`config.mk`:
```
export PLATFORM = sky130hd
export DESIGN_NAME = nco_ctrl
export DESIGN_NICKNAME = d
export VERILOG_FILES = /design/src/logic/nco_core.v /design/src/logic/nco_ctrl.v
export VERILOG_INCLUDE_DIRS = /design/src /design/src/pkg
export SDC_FILE = /design/constraint.sdc
export NUM_CORES = 1
export LEC_CHECK = 0
export BUFFER_PORTS_ARGS = -buffer_cell sky130_fd_sc_hd__buf_2
export CORE_UTILIZATION = 38
export CTS_BUF_LIST = sky130_fd_sc_hd__clkbuf_16
export CTS_CLUSTER_SIZE = 24
export DETAILED_ROUTE_END_ITERATION = 10
export MAX_ROUTING_LAYER = met4
export PLACE_DENSITY = 0.65
export SLEW_MARGIN = 30
export SYNTH_ARGS = -nofsm -noshare
export SYNTH_HDL_FRONTEND = slang
export SYNTH_SLANG_ARGS = --single-unit
```
`constraint.sdc`:
```
create_clock -name pclk -period 5.88 [get_ports pclk]
set_input_delay 1.176 -clock pclk [delete_from_list [all_inputs] [get_ports pclk]]
set_output_delay 1.176 -clock pclk [all_outputs]
set_load 0.03 [all_outputs]
```
`src/pkg/nco_consts.vh`:
```
`ifndef NCO_CONSTS_VH
`define NCO_CONSTS_VH
`define NCO_ADDR_W        12
`define NCO_OFF_CTRL      12'h000
`define NCO_OFF_CLKCTRL   12'h004
`define NCO_OFF_INCR      12'h008
`define NCO_BIT_EN        7
`define NCO_BIT_OE        6
`define NCO_BIT_OUT       5
`define NCO_BIT_POL       4
`define NCO_BIT_PFM       0
`define NCO_CTRL_RESET    8'h00
`define NCO_CLK_PWS_HI    7
`define NCO_CLK_PWS_LO    5
`define NCO_CLK_RESET     8'h00
`define NCO_INCR_RESET    20'h00001
`define NCO_PWS_W         3
`define NCO_DATA_W        32
`define NCO_CTRL_W        8
`define NCO_RSV_W         3
`define NCO_CLK_LOW_W     5
`define NCO_BIT_RESET     1'b0
`define NCO_PWS_RESET     3'h0
`define NCO_PW_CNT_W      8
`endif

```
`src/logic/nco_core.v`:
```
`timescale 1ns/1ps
`default_nettype none
module nco_core #(
  parameter ACC_W = 20,
  parameter PW_W  = 8
) (
  input  wire             pclk,
  input  wire             presetn,
  input  wire             run,
  input  wire             pfm,
  input  wire [2:0]       pws,
  input  wire [ACC_W-1:0] incr,
  output reg              raw_out
);
  reg  [ACC_W-1:0] acc;
  reg  [PW_W-1:0]  width_cnt;
  wire [ACC_W:0]   sum = {1'b0, acc} + {1'b0, incr};
  wire             ovf = sum[ACC_W];
  wire [PW_W-1:0]  width_len = {{(PW_W-1){1'b0}}, 1'b1} << pws;

  always @(posedge pclk or negedge presetn) begin
    if (!presetn) begin
      acc       <= {ACC_W{1'b0}};
      width_cnt <= {PW_W{1'b0}};
      raw_out   <= 1'b0;
    end else if (!run) begin
      acc       <= {ACC_W{1'b0}};
      width_cnt <= {PW_W{1'b0}};
      raw_out   <= 1'b0;
    end else begin
      acc <= sum[ACC_W-1:0];
      if (pfm) begin
        // Pulse of 2^pws cycles per overflow
        if (ovf) begin
          raw_out   <= 1'b1;
          width_cnt <= width_len - {{(PW_W-1){1'b0}}, 1'b1};
        end else if (width_cnt != {PW_W{1'b0}}) begin
          width_cnt <= width_cnt - {{(PW_W-1){1'b0}}, 1'b1};
        end else begin
          raw_out <= 1'b0;
        end
      end else begin
        // Fixed duty: toggle on overflow
        width_cnt <= {PW_W{1'b0}};
        if (ovf)
          raw_out <= ~raw_out;
      end
    end
  end
endmodule
`default_nettype wire

```
`src/logic/nco_ctrl.v`:
```
// Overview of operation
// - Channel runs only while control bit 7 enable is one.
// - Bit 6 one drives oscillator output to pin; zero disables pin.
// - Bit 5 read-only, reports present output level.
// - Bit 4 one inverts output to active low.
// - Pulse width select only acts in pulse frequency mode.
//
// Our own choices: the register addresses and the APB register port.
`timescale 1ns/1ps
`default_nettype none
`include "nco_consts.vh"
module nco_ctrl #(
  parameter ACC_W = 20
) (
  input  wire                     pclk,
  input  wire                     presetn,
  input  wire                     psel,
  input  wire                     penable,
  input  wire                     pwrite,
  input  wire [`NCO_ADDR_W-1:0]   paddr,
  input  wire [31:0]              pwdata,
  output reg  [31:0]              prdata,
  output reg                      pready,
  output reg                      pslverr,
  output reg                      nco_pin_out,
  output reg                      nco_pin_oe
);
  localparam DATA_W = `NCO_DATA_W;
  localparam CTRL_W = `NCO_CTRL_W;
  localparam PWS_W  = `NCO_PWS_W;

  // Control register fields
  reg                 channel_enable;
  reg                 pin_output_enable;
  reg                 output_polarity;
  reg                 pulse_frequency_mode_select;
  // Clock control and increment fields
  reg  [PWS_W-1:0]    pulse_width_select;
  reg  [ACC_W-1:0]    incr;
  // Oscillator output before and after polarity
  wire                raw_out;
  wire                output_level;
  // Bus phase tracking
  wire                setup;
  wire                access_phase;
  reg                 access;
  // Address decode
  wire                hit;
  wire                sel_ctrl;
  wire                sel_clk;
  wire                sel_incr;
  // Write strobes
  wire                wr_ok;
  wire                wr_ctrl;
  wire                wr_clk;
  wire                wr_incr;
  // Read views
  wire [CTRL_W-1:0]   oscillator_channel_control;
  wire [CTRL_W-1:0]   clock_control_view;
  wire [DATA_W-1:0]   incr_view;
  reg  [DATA_W-1:0]   next_rdata;
  reg  [DATA_W-1:0]   next_prdata;
  reg                 next_pslverr;
  // Pin values one cycle ahead
  wire                next_pin_out;
  wire                next_pin_oe;

  assign output_level = raw_out ^ output_polarity;

  // Setup is the first bus cycle, access the one where ready answers
  assign setup        = psel & ~penable;
  assign access_phase = psel & penable & access;

  assign sel_ctrl = (paddr == `NCO_OFF_CTRL);
  assign sel_clk  = (paddr == `NCO_OFF_CLKCTRL);
  assign sel_incr = (paddr == `NCO_OFF_INCR);
  assign hit      = sel_ctrl | sel_clk | sel_incr;

  // Writes land at the edge that closes the access phase
  assign wr_ok   = access_phase & pready & pwrite & hit;
  assign wr_ctrl = wr_ok & sel_ctrl;
  assign wr_clk  = wr_ok & sel_clk;
  assign wr_incr = wr_ok & sel_incr;

  assign oscillator_channel_control = {channel_enable, pin_output_enable, output_level,
                                       output_polarity, {`NCO_RSV_W{1'b0}},
                                       pulse_frequency_mode_select};
  assign clock_control_view = {pulse_width_select, {`NCO_CLK_LOW_W{1'b0}}};
  assign incr_view          = {{(DATA_W-ACC_W){1'b0}}, incr};

  always @* begin
    next_rdata = {DATA_W{1'b0}};
    case (paddr)
      `NCO_OFF_CTRL: begin
        next_rdata = {{(DATA_W-CTRL_W){1'b0}}, oscillator_channel_control};
      end
      `NCO_OFF_CLKCTRL: begin
        next_rdata = {{(DATA_W-CTRL_W){1'b0}}, clock_control_view};
      end
      `NCO_OFF_INCR: begin
        next_rdata = incr_view;
      end
      default: begin
        next_rdata = {DATA_W{1'b0}};
      end
    endcase
  end

  // Read data only in a read access, zero otherwise
  always @* begin
    next_prdata  = {DATA_W{1'b0}};
    next_pslverr = 1'b0;
    if (setup) begin
      next_pslverr = ~hit;
      if (!pwrite) begin
        next_prdata = next_rdata;
      end
    end
  end

  always @(posedge pclk or negedge presetn) begin
    if (!presetn) begin
      access <= 1'b0;
    end else begin
      access <= setup;
    end
  end

  // No wait state: ready in the cycle after setup
  always @(posedge pclk or negedge presetn) begin
    if (!presetn) begin
      pready <= 1'b0;
    end else begin
      pready <= setup;
    end
  end

  always @(posedge pclk or negedge presetn) begin
    if (!presetn) begin
      pslverr <= 1'b0;
    end else begin
      pslverr <= next_pslverr;
    end
  end

  always @(posedge pclk or negedge presetn) begin
    if (!presetn) begin
      prdata <= {DATA_W{1'b0}};
    end else begin
      prdata <= next_prdata;
    end
  end

  always @(posedge pclk or negedge presetn) begin
    if (!presetn) begin
      channel_enable <= `NCO_BIT_RESET;
    end else if (wr_ctrl) begin
      channel_enable <= pwdata[`NCO_BIT_EN];
    end
  end

  always @(posedge pclk or negedge presetn) begin
    if (!presetn) begin
      pin_output_enable <= `NCO_BIT_RESET;
    end else if (wr_ctrl) begin
      pin_output_enable <= pwdata[`NCO_BIT_OE];
    end
  end

  always @(posedge pclk or negedge presetn) begin
    if (!presetn) begin
      output_polarity <= `NCO_BIT_RESET;
    end else if (wr_ctrl) begin
      output_polarity <= pwdata[`NCO_BIT_POL];
    end
  end

  always @(posedge pclk or negedge presetn) begin
    if (!presetn) begin
      pulse_frequency_mode_select <= `NCO_BIT_RESET;
    end else if (wr_ctrl) begin
      pulse_frequency_mode_select <= pwdata[`NCO_BIT_PFM];
    end
  end

  always @(posedge pclk or negedge presetn) begin
    if (!presetn) begin
      pulse_width_select <= `NCO_PWS_RESET;
    end else if (wr_clk) begin
      pulse_width_select <= pwdata[`NCO_CLK_PWS_HI:`NCO_CLK_PWS_LO];
    end
  end

  always @(posedge pclk or negedge presetn) begin
    if (!presetn) begin
      incr <= `NCO_INCR_RESET;
    end else if (wr_incr) begin
      incr <= pwdata[ACC_W-1:0];
    end
  end

  nco_core #(
    .ACC_W (ACC_W),
    .PW_W  (`NCO_PW_CNT_W)
  ) u_core (
    .pclk    (pclk),
    .presetn (presetn),
    .run     (channel_enable),
    .pfm     (pulse_frequency_mode_select),
    .pws     (pulse_width_select),
    .incr    (incr),
    .raw_out (raw_out)
  );

  // Pin stays low while its output is disabled
  assign next_pin_out = pin_output_enable & output_level;
  assign next_pin_oe  = pin_output_enable;

  always @(posedge pclk or negedge presetn) begin
    if (!presetn) begin
      nco_pin_out <= 1'b0;
    end else begin
      nco_pin_out <= next_pin_out;
    end
  end

  always @(posedge pclk or negedge presetn) begin
    if (!presetn) begin
      nco_pin_oe <= 1'b0;
    end else begin
      nco_pin_oe <= next_pin_oe;
    end
  end
endmodule
`default_nettype wire

```
# Word-level counts from Yosys, hierarchy flattened
# Index checks and enable logic that the tools add are counted.
[classes]
n_addsub = 3
eq_ne = 5
n_shift = 1
muxes = 14
n_bitwise = 16
reduce_logical = 3
[op_table]
columns = ["cell", "n"]
rows = [
  ["20-bit one-hot mux with 3 select lines", 1],
  ["20-bit two-way mux", 2],
  ["32-bit two-way mux", 1],
  ["8-bit two-way mux", 4],
  ["20-bit by 20-bit adder with 21-bit output", 1],
  ["8-bit by 1-bit subtractor with 8-bit output (second input constant)", 2],
  ["12-bit by 3-bit equality test with 1-bit output (second input constant)", 1],
  ["12-bit by 4-bit equality test with 1-bit output (second input constant)", 1],
  ["12-bit logical NOT", 1],
  ["1-bit AND", 10],
  ["8-bit nonzero test", 1],
  ["1-bit by 3-bit << shifter with 8-bit output (first input constant)", 1],
  ["1-bit two-way mux", 6],
  ["4-bit by 2-bit != test with 1-bit output (second input constant)", 1],
  ["3-bit by 1-bit != test with 1-bit output (second input constant)", 1],
  ["3-bit by 2-bit != test with 1-bit output (second input constant)", 1],
  ["1-bit NOT", 3],
  ["1-bit bitwise OR", 2],
  ["2-bit AND reduction", 1],
  ["1-bit bitwise XOR", 1],
]
[totals]
regBits = 92
inputBits = 49
out_inout_bits = 36
word_cells = 56

# Logic depth before layout (Yosys ltp)
# Gate-level depths: netlist (run 1).
[logic_depth]
word_depth = 6
mapped_depth = 17

# Hierarchy
# From an unflattened synthesis (run 1), not the netlist that was laid out.
[hier_totals]
cells_unflattened = 390
hier_area_um2 = 4388.0
[by_module_without_submodules]
columns = ["module", "instances", "cells_per_inst", "area_per_inst_um2", "seq_area_each_um2"]
rows = [
  ["nco_ctrl", 1, 148, 2195.9, 1277.5],
  ["nco_core", 1, 242, 2192.1, 725.7],
]

# Worst setup path before layout (run 1)
# No wires, ideal clock.
[synth_path]
path_kind = "reg2reg"
start = "reg incr[0]"
end = "reg u_core.width_cnt[4]"
setup_ps = 94
arrival_time_ps = 3237
required_ps = 5786
setup_slack_ps = 2549
path_stages_with_launch = 18
cell_sequence = "dfstp_2 > ha_1 > inv_1 > fa_1 > nor2b_4 > o31a_1 > o31ai_2 > a21oi_2 > o31ai_1 > nand3_1 > and2_1 > ha_1 > clkbuf_1 > nor3_1 > a21oi_1 > o21ai_0 > a21oi_1 > a211oi_1"
[synth_via]
elab_chain_len = 4
word_cells_on_any_way = 5
classes_between = "add/sub: 1; eq/ne: 1; mux: 3"
[synth_lines]
columns = ["item", "line", "text"]
rows = [
  ["from (decl)", "nco_ctrl.v:39", "reg [ACC_W-1:0] incr;"],
  ["from (signal assigned)", "nco_ctrl.v:196", "incr <= `NCO_INCR_RESET;"],
  ["from (signal assigned)", "nco_ctrl.v:198", "incr <= pwdata[ACC_W-1:0];"],
  ["20-bit by 20-bit adder with 21-bit output (*)", "nco_core.v:17", "wire [ACC_W:0] sum = {1'b0, acc} + {1'b0, incr};"],
  ["8-bit two-way mux", "nco_core.v:34", "if (ovf) begin"],
  ["8-bit two-way mux", "nco_core.v:32", "if (pfm) begin"],
  ["8-bit two-way mux", "nco_core.v:26", "end else if (!run) begin"],
  ["to (signal assigned)", "nco_core.v:28", "width_cnt <= {PW_W{1'b0}};"],
  ["to (signal assigned)", "nco_core.v:36", "width_cnt <= width_len - {{(PW_W-1){1'b0}}, 1'b1};"],
  ["to (signal assigned)", "nco_core.v:38", "width_cnt <= width_cnt - {{(PW_W-1){1'b0}}, 1'b1};"],
  ["to (decl)", "nco_core.v:16", "reg [PW_W-1:0] width_cnt;"],
]
# Mark *: on every way between the ends. The rest lies on a longest branch, timed or not.
# A chain may end at the register's enable or synchronous reset.

# Worst setup path in the final report (run 1)
# Same ends and word-level chain as after synthesis.

==> results.sh, run 1 <==
export IMPL_dp_slack_ps=1980
export IMPL_grt_usage_pct=16.8
export IMPL_cp_slowest_cell="o31ai_1"
export IMPL_layout_common_cells="79 x dfrtp_1, 59 x buf_2, 29 x nor2_1, 24 x a21oi_1, 24 x mux2_2"
export IMPL_die_w_um=107
export IMPL_rsz0062_at_grt="false"
export IMPL_wl_um=8700
export IMPL_max_clock_path_buffers=2
export IMPL_insertion_delay_ps=340
export IMPL_fin_crit_ps=3920
export IMPL_ys_seq_elements=80
export IMPL_seqCellArea_um2=2000
export IMPL_synth_top_cell_area_share_pct=47.3
export IMPL_finalMaxSlewViolations=0
export IMPL_root_buffer="clkbuf_16"
export IMPL_cts_sinks=80
export IMPL_multiInputGateArea_um2=2030
export IMPL_fp_dieArea_um2=11400
export IMPL_via_per_inst=5.27
export IMPL_clk_pin_slew_worst_paths_ps=60
export IMPL_fin_nets=527
export IMPL_hpwlAfterDp_um=5980
export IMPL_die_h_um=107
export IMPL_cap_violations=0
export IMPL_drtPass1Iterations=4
export IMPL_wire_per_inst_um=14.6
export IMPL_setup_tns_ps=0
export IMPL_area_growth_pct=17.1
export IMPL_synth_area_per_cell_um2=10.5
export IMPL_tightest_slew_ps=935
export IMPL_peakVddDrop_mv=0.145
export IMPL_synthTopCellsByArea="dfrtp_1 47%, mux2_2 6.5%, ha_1 6.3%"
export IMPL_num_rows=37
export IMPL_cts_tree="done"
export IMPL_arrival_ps=4160
export IMPL_async_reset_ff_share_pct=100
export IMPL_cts_htree_levels=3
export IMPL_grt_max_degree=81
export IMPL_routabilityCongestion=0.796
export IMPL_cpPeakStageDelay_ps=670
export IMPL_synth_cells=397
export IMPL_drive_gt1_share_pct=25.4
export IMPL_n_antenna_cell=0
export IMPL_fill_cells=957
export IMPL_crit_required_ps=6120
export IMPL_initial_core_util_pct=39.7
export IMPL_antenna_found_initial=0
export IMPL_cts_buffers=9
export IMPL_post_cts_setup_buffer_count=0
export IMPL_min_path_type="flop to flop"
export IMPL_timing_final_ws_setup_ps=1960
export IMPL_grt_pass1_wl_um=14800
export IMPL_core_area_um2=10500
export IMPL_status="completed"
export IMPL_ios=85
export IMPL_p_per_area_nw_per_um2=242
export IMPL_fin_crit_sh_pct=66.7
export IMPL_final_setup_skew_ps=6.45
export IMPL_drc=0
export IMPL_cts_hold_buffers_added=0
export IMPL_end_kind="flop"
export IMPL_ys_warn_count=0
export IMPL_vias=3144
export IMPL_port_buffer_count=60
export IMPL_cp_start_kind="flop"
export IMPL_fmax_ghz=0.255
export IMPL_slew_headroom_pct=36.8
export IMPL_grt_pass1_vias=3052
export IMPL_detail_route_antenna_nets=0
export IMPL_yosysTopAreaCell="dfrtp_1"
export IMPL_final_hold_viol_count=0
export IMPL_layout_cells_most_common="dfrtp_1"
export IMPL_crit_type="flop to flop"
export IMPL_synth_top_flop_cell="dfrtp_1"
export IMPL_cts_resized=0
export IMPL_synth_cell_area_um2=4180
export IMPL_cp_cell_sequence="ha_1 -> inv_1 -> fa_1 -> nor2b_4 -> o31a_1 -> o31ai_2 -> a21oi_2 -> o31ai_1 -> nand3_1 -> and2_1 -> ha_1 -> nor3_1 -> a21oi_1 -> o21ai_0 -> a21oi_1 -> a211oi_1"
export IMPL_cp_max_fo=9
export IMPL_synth_edff_count=0
export IMPL_first_iter_violations=130
export IMPL_p_leak_uw=0.00245
export IMPL_final_setup_viol_count=0
export IMPL_synth_cell_types=54
export IMPL_grt_overflow_total=0
export IMPL_seq_area_frac_synth_pct=48.0
## layout make-up
class	instances	share of cell area, %
inverters	16	1.23
well taps	136	3.48
repair buffers	61	6.42
clock inverters	7	1.82
flip-flops and latches	80	41.0
clock buffers	9	4.60
multi-input cells	288	41.5
## synth_stat cells (all sizes together) (7+ instances only)
master	number
nand3	7
ha	21
buf	13
o21ai	18
nor3	20
nand2	17
a211oi	8
dfrtp	79
mux2	24
nor4	7
and2	18
a21oi	25
clkbuf	11
inv	16
nor2	29
## report_power, final
| part | total, µW | switching (µW) | internal [µW] |
|---|---|---|---|
| logic | 42.0 | 30.7 | 11.3 |
| clock network | 592 | 223 | 369 |
| registers | 552 | 0.352 | 551 |
## worst paths after layout
check | start | to | slack [ps] | depth (start not counted)
setup / recovery | incr[0] | u_core.width_cnt[4] | 1960 | 16
hold / removal | next_pin_oe | nco_pin_oe | 420 | 0
setup reg to reg | incr[0] | u_core.width_cnt[4] | 1960 | 16
hold reg to reg | next_pin_oe | nco_pin_oe | 420 | 0
max in group asynchronous | presetn | u_core.width_cnt[1] | 4510 | 1
min in group asynchronous | presetn | prdata[13] | 870 | 1
## registers in the layout (all words and copies together), names as in the netlist
register	count
pslverr	1
output_polarity	1
nco_pin_out	1
pulse_width_select	3
nco_pin_oe	1
incr	20
u_core.width_cnt	8
pulse_frequency_mode_select	1
pready	1
prdata	20
channel_enable	1
u_core.raw_out	1
u_core.acc	20
next_pin_oe	1
## layer usage
metal,global-route usage [%],up-vias,wire length (µm)
met5,-,-,0
met4,6.46,0,116
met3,2.92,12,317
met2,26.3,68,4160
met1,21.9,1540,4100
li1,-,1524,-
## worst max-delay path, delay by kind of cell (launching register included)
kind,cells,cell delay [ps]
compound gates,8,2010
flops,1,380
buf+inv,1,80
fa+ha+maj,3,750
simple gates,4,590
## per-stage QoR
step	util [%]	total power [µW]	hold WS (ps)	cell area, µm²	cells
after global placement	43.5	604	403	4570	581
final	46.5	1190	419	4890	597
after CTS	46.5	1200	418	4890	597
after floorplan	-	585	381	4220	408
after detailed placement	43.6	605	402	4580	581
after global routing	46.5	1230	438	4890	597
## kinds of logic after synthesis
logic type,synth area share (%)
xor gates and xnor gates,1.89
muxes,7.67
DFF,48.0
other,0.0898
buffers and inverters,4.67
and+or+nand+nor,15.8
AOI/OAI and AO/OA,15.1
adders and majority gates,6.77
No activity file was read; power rests on OpenSTA's default activity.
==> run 2, diff against run 1 <==
--- a/config.mk
+++ b/config.mk
@@ -12,7 +12,7 @@
 export CTS_CLUSTER_SIZE = 24
 export DETAILED_ROUTE_END_ITERATION = 10
 export MAX_ROUTING_LAYER = met4
-export PLACE_DENSITY = 0.65
+export PLACE_DENSITY = 0.67
 export SLEW_MARGIN = 30
 export SYNTH_ARGS = -nofsm -noshare
 export SYNTH_HDL_FRONTEND = slang
==> constraint.sdc (replaced) <==
create_clock -name pclk -period 3.6 [get_ports pclk]
set_input_delay 0.72 -clock pclk [delete_from_list [all_inputs] [get_ports pclk]]
set_output_delay 0.72 -clock pclk [all_outputs]
set_load 0.03 [all_outputs]
==> results.sh, run 2 (synthesis results as in run 1) <==
export IMPL_dp_slack_ps=-34.3
export IMPL_p_leak_uw=0.00248
export IMPL_cts_sinks=80
export IMPL_final_setup_skew_ps=4.35
export IMPL_port_buffer_count=60
export IMPL_core_area_um2=10500
export IMPL_grt_pass1_vias=3182
export IMPL_cp_cell_sequence="ha_1 -> inv_1 -> fa_1 -> nor2b_4 -> o31a_1 -> o31ai_4 -> a21oi_2 -> o31a_4 -> o211ai_1 -> a21boi_1 -> ha_4 -> nor3b_1 -> xnor2_1 -> a211oi_1"
export IMPL_fill_cells=1001
export IMPL_root_buffer="clkbuf_16"
export IMPL_grt_overflow_total=0
export IMPL_final_setup_viol_count=0
export IMPL_cts_tree="done"
export IMPL_vias=3177
export IMPL_via_per_inst=5.25
export IMPL_placed_cell_area_um2=4620
export IMPL_rsz0062_at_grt="false"
export IMPL_timing_final_ws_setup_ps=222
export IMPL_cts_htree_levels=3
export IMPL_cp_startpoint="incr[0]"
export IMPL_max_clock_path_buffers=2
export IMPL_timing_rr_start="incr[0]"
export IMPL_drive_gt1_share_pct=26.2
export IMPL_final_cell_area_um2=4970
export IMPL_area_growth_pct=19.0
export IMPL_end_kind="flop"
export IMPL_wire_per_inst_um=14.6
export IMPL_grt_usage_pct=16.9
export IMPL_arrival_ps=3620
export IMPL_routabilityCongestion=0.842
export IMPL_fp_dieArea_um2=11400
export IMPL_cap_violations=0
export IMPL_final_hold_viol_count=0
export IMPL_clk_pin_slew_worst_paths_ps=60
export IMPL_crit_required_ps=3840
export IMPL_cp_slowest_cell="dfstp_2"
export IMPL_antenna_found_initial=0
export IMPL_detail_route_antenna_nets=0
export IMPL_drtPass1Iterations=4
export IMPL_fin_nets=535
export IMPL_setup_tns_ps=0
export IMPL_n_antenna_cell=0
export IMPL_cp_num_buf_inv=1
export IMPL_num_rows=37
export IMPL_finalMaxSlewViolations=0
export IMPL_layout_cells_most_common="dfrtp_1"
export IMPL_fin_crit_sh_pct=93.8
export IMPL_initial_core_util_pct=39.7
export IMPL_crit_family="compound AO/OA/AOI/OAI gates"
export IMPL_grt_pass1_wl_um=14700
export IMPL_layout_common_cells="79 x dfrtp_1, 59 x buf_2, 29 x nor2_1, 24 x a21oi_1, 24 x mux2_2"
export IMPL_first_iter_violations=138
export IMPL_drc=0
export IMPL_grt_max_degree=81
export IMPL_reg_top3="incr: 20 flops, prdata: 20 flops, u_core.acc: 20 flops"
export IMPL_hpwlAfterDp_um=6160
export IMPL_die_h_um=107
export IMPL_fin_util_pct=47.3
export IMPL_slew_headroom_pct=52.4
export IMPL_p_per_area_nw_per_um2=384
export IMPL_ios=85
export IMPL_fmax_ghz=0.296
export IMPL_finalHoldWorstSlack_ps=418
export IMPL_r2r_setup_slack_ps=220
export IMPL_die_w_um=107
export IMPL_insertion_delay_ps=330
export IMPL_wl_um=8810
export IMPL_peakVddDrop_mv=0.229
export IMPL_cp_start_kind="flop"
export IMPL_cpPeakStageDelay_ps=370
export IMPL_cts_buffers=9
export IMPL_crit_type="flop to flop"
export IMPL_status="completed"
export IMPL_fin_crit_ps=3380
export IMPL_min_path_type="input port to asynchronous set/reset pin"
export IMPL_tightest_slew_ps=715
export IMPL_cp_max_fo=8
run 2: layout make-up:
type | count | area, µm² | share of cell area [%]
flip-flops and latches | 80 | 2000 | 40.3
repair buffers | 69 | 374 | 7.53
well taps | 136 | 170 | 3.42
multi-input cells | 288 | 2060 | 41.4
inverters | 16 | 60.1 | 1.21
clock buffers | 9 | 225 | 4.53
clock inverters | 7 | 78.8 | 1.59
run 2: path summary, 6_finish.rpt:
check	to	cells past startpoint
max in group asynchronous	nco_pin_oe	1
min in group pclk	nco_pin_oe	0
min reg2reg	nco_pin_oe	0
max reg2reg	u_core.width_cnt[4]	14
min	prdata[13]	1
max	u_core.width_cnt[4]	14
run 2: per-stage QoR:
stage	instances	total power, µW
CTS	604	1930
floorplan	408	955
finish	605	1910
detailed placement	588	988
global route	605	1980
global placement	588	986
run 2: report_power, final:
group / switching (µW) / internal (µW) / total [µW]
Combinational: 49.8 / 18.4 / 68.2
Sequential: 0.613 / 901 / 901
Clock: 343 / 595 / 938
run 2: repair_timing:
item                       CTS  global route
hold buffers                 0             0
resized for setup            2             5
setup endpoints to repair    2             2
pin swaps                    0             4
setup buffers                0             1
run 2: metal layers:
metal  up-vias  GRT usage, %  routed length (µm)
li1       1536             -                   -
met1      1556          20.2                3800
met2        73          27.6                4530
met3        12          4.38                 344
met4         0          6.36                 138
met5         -             -                   0
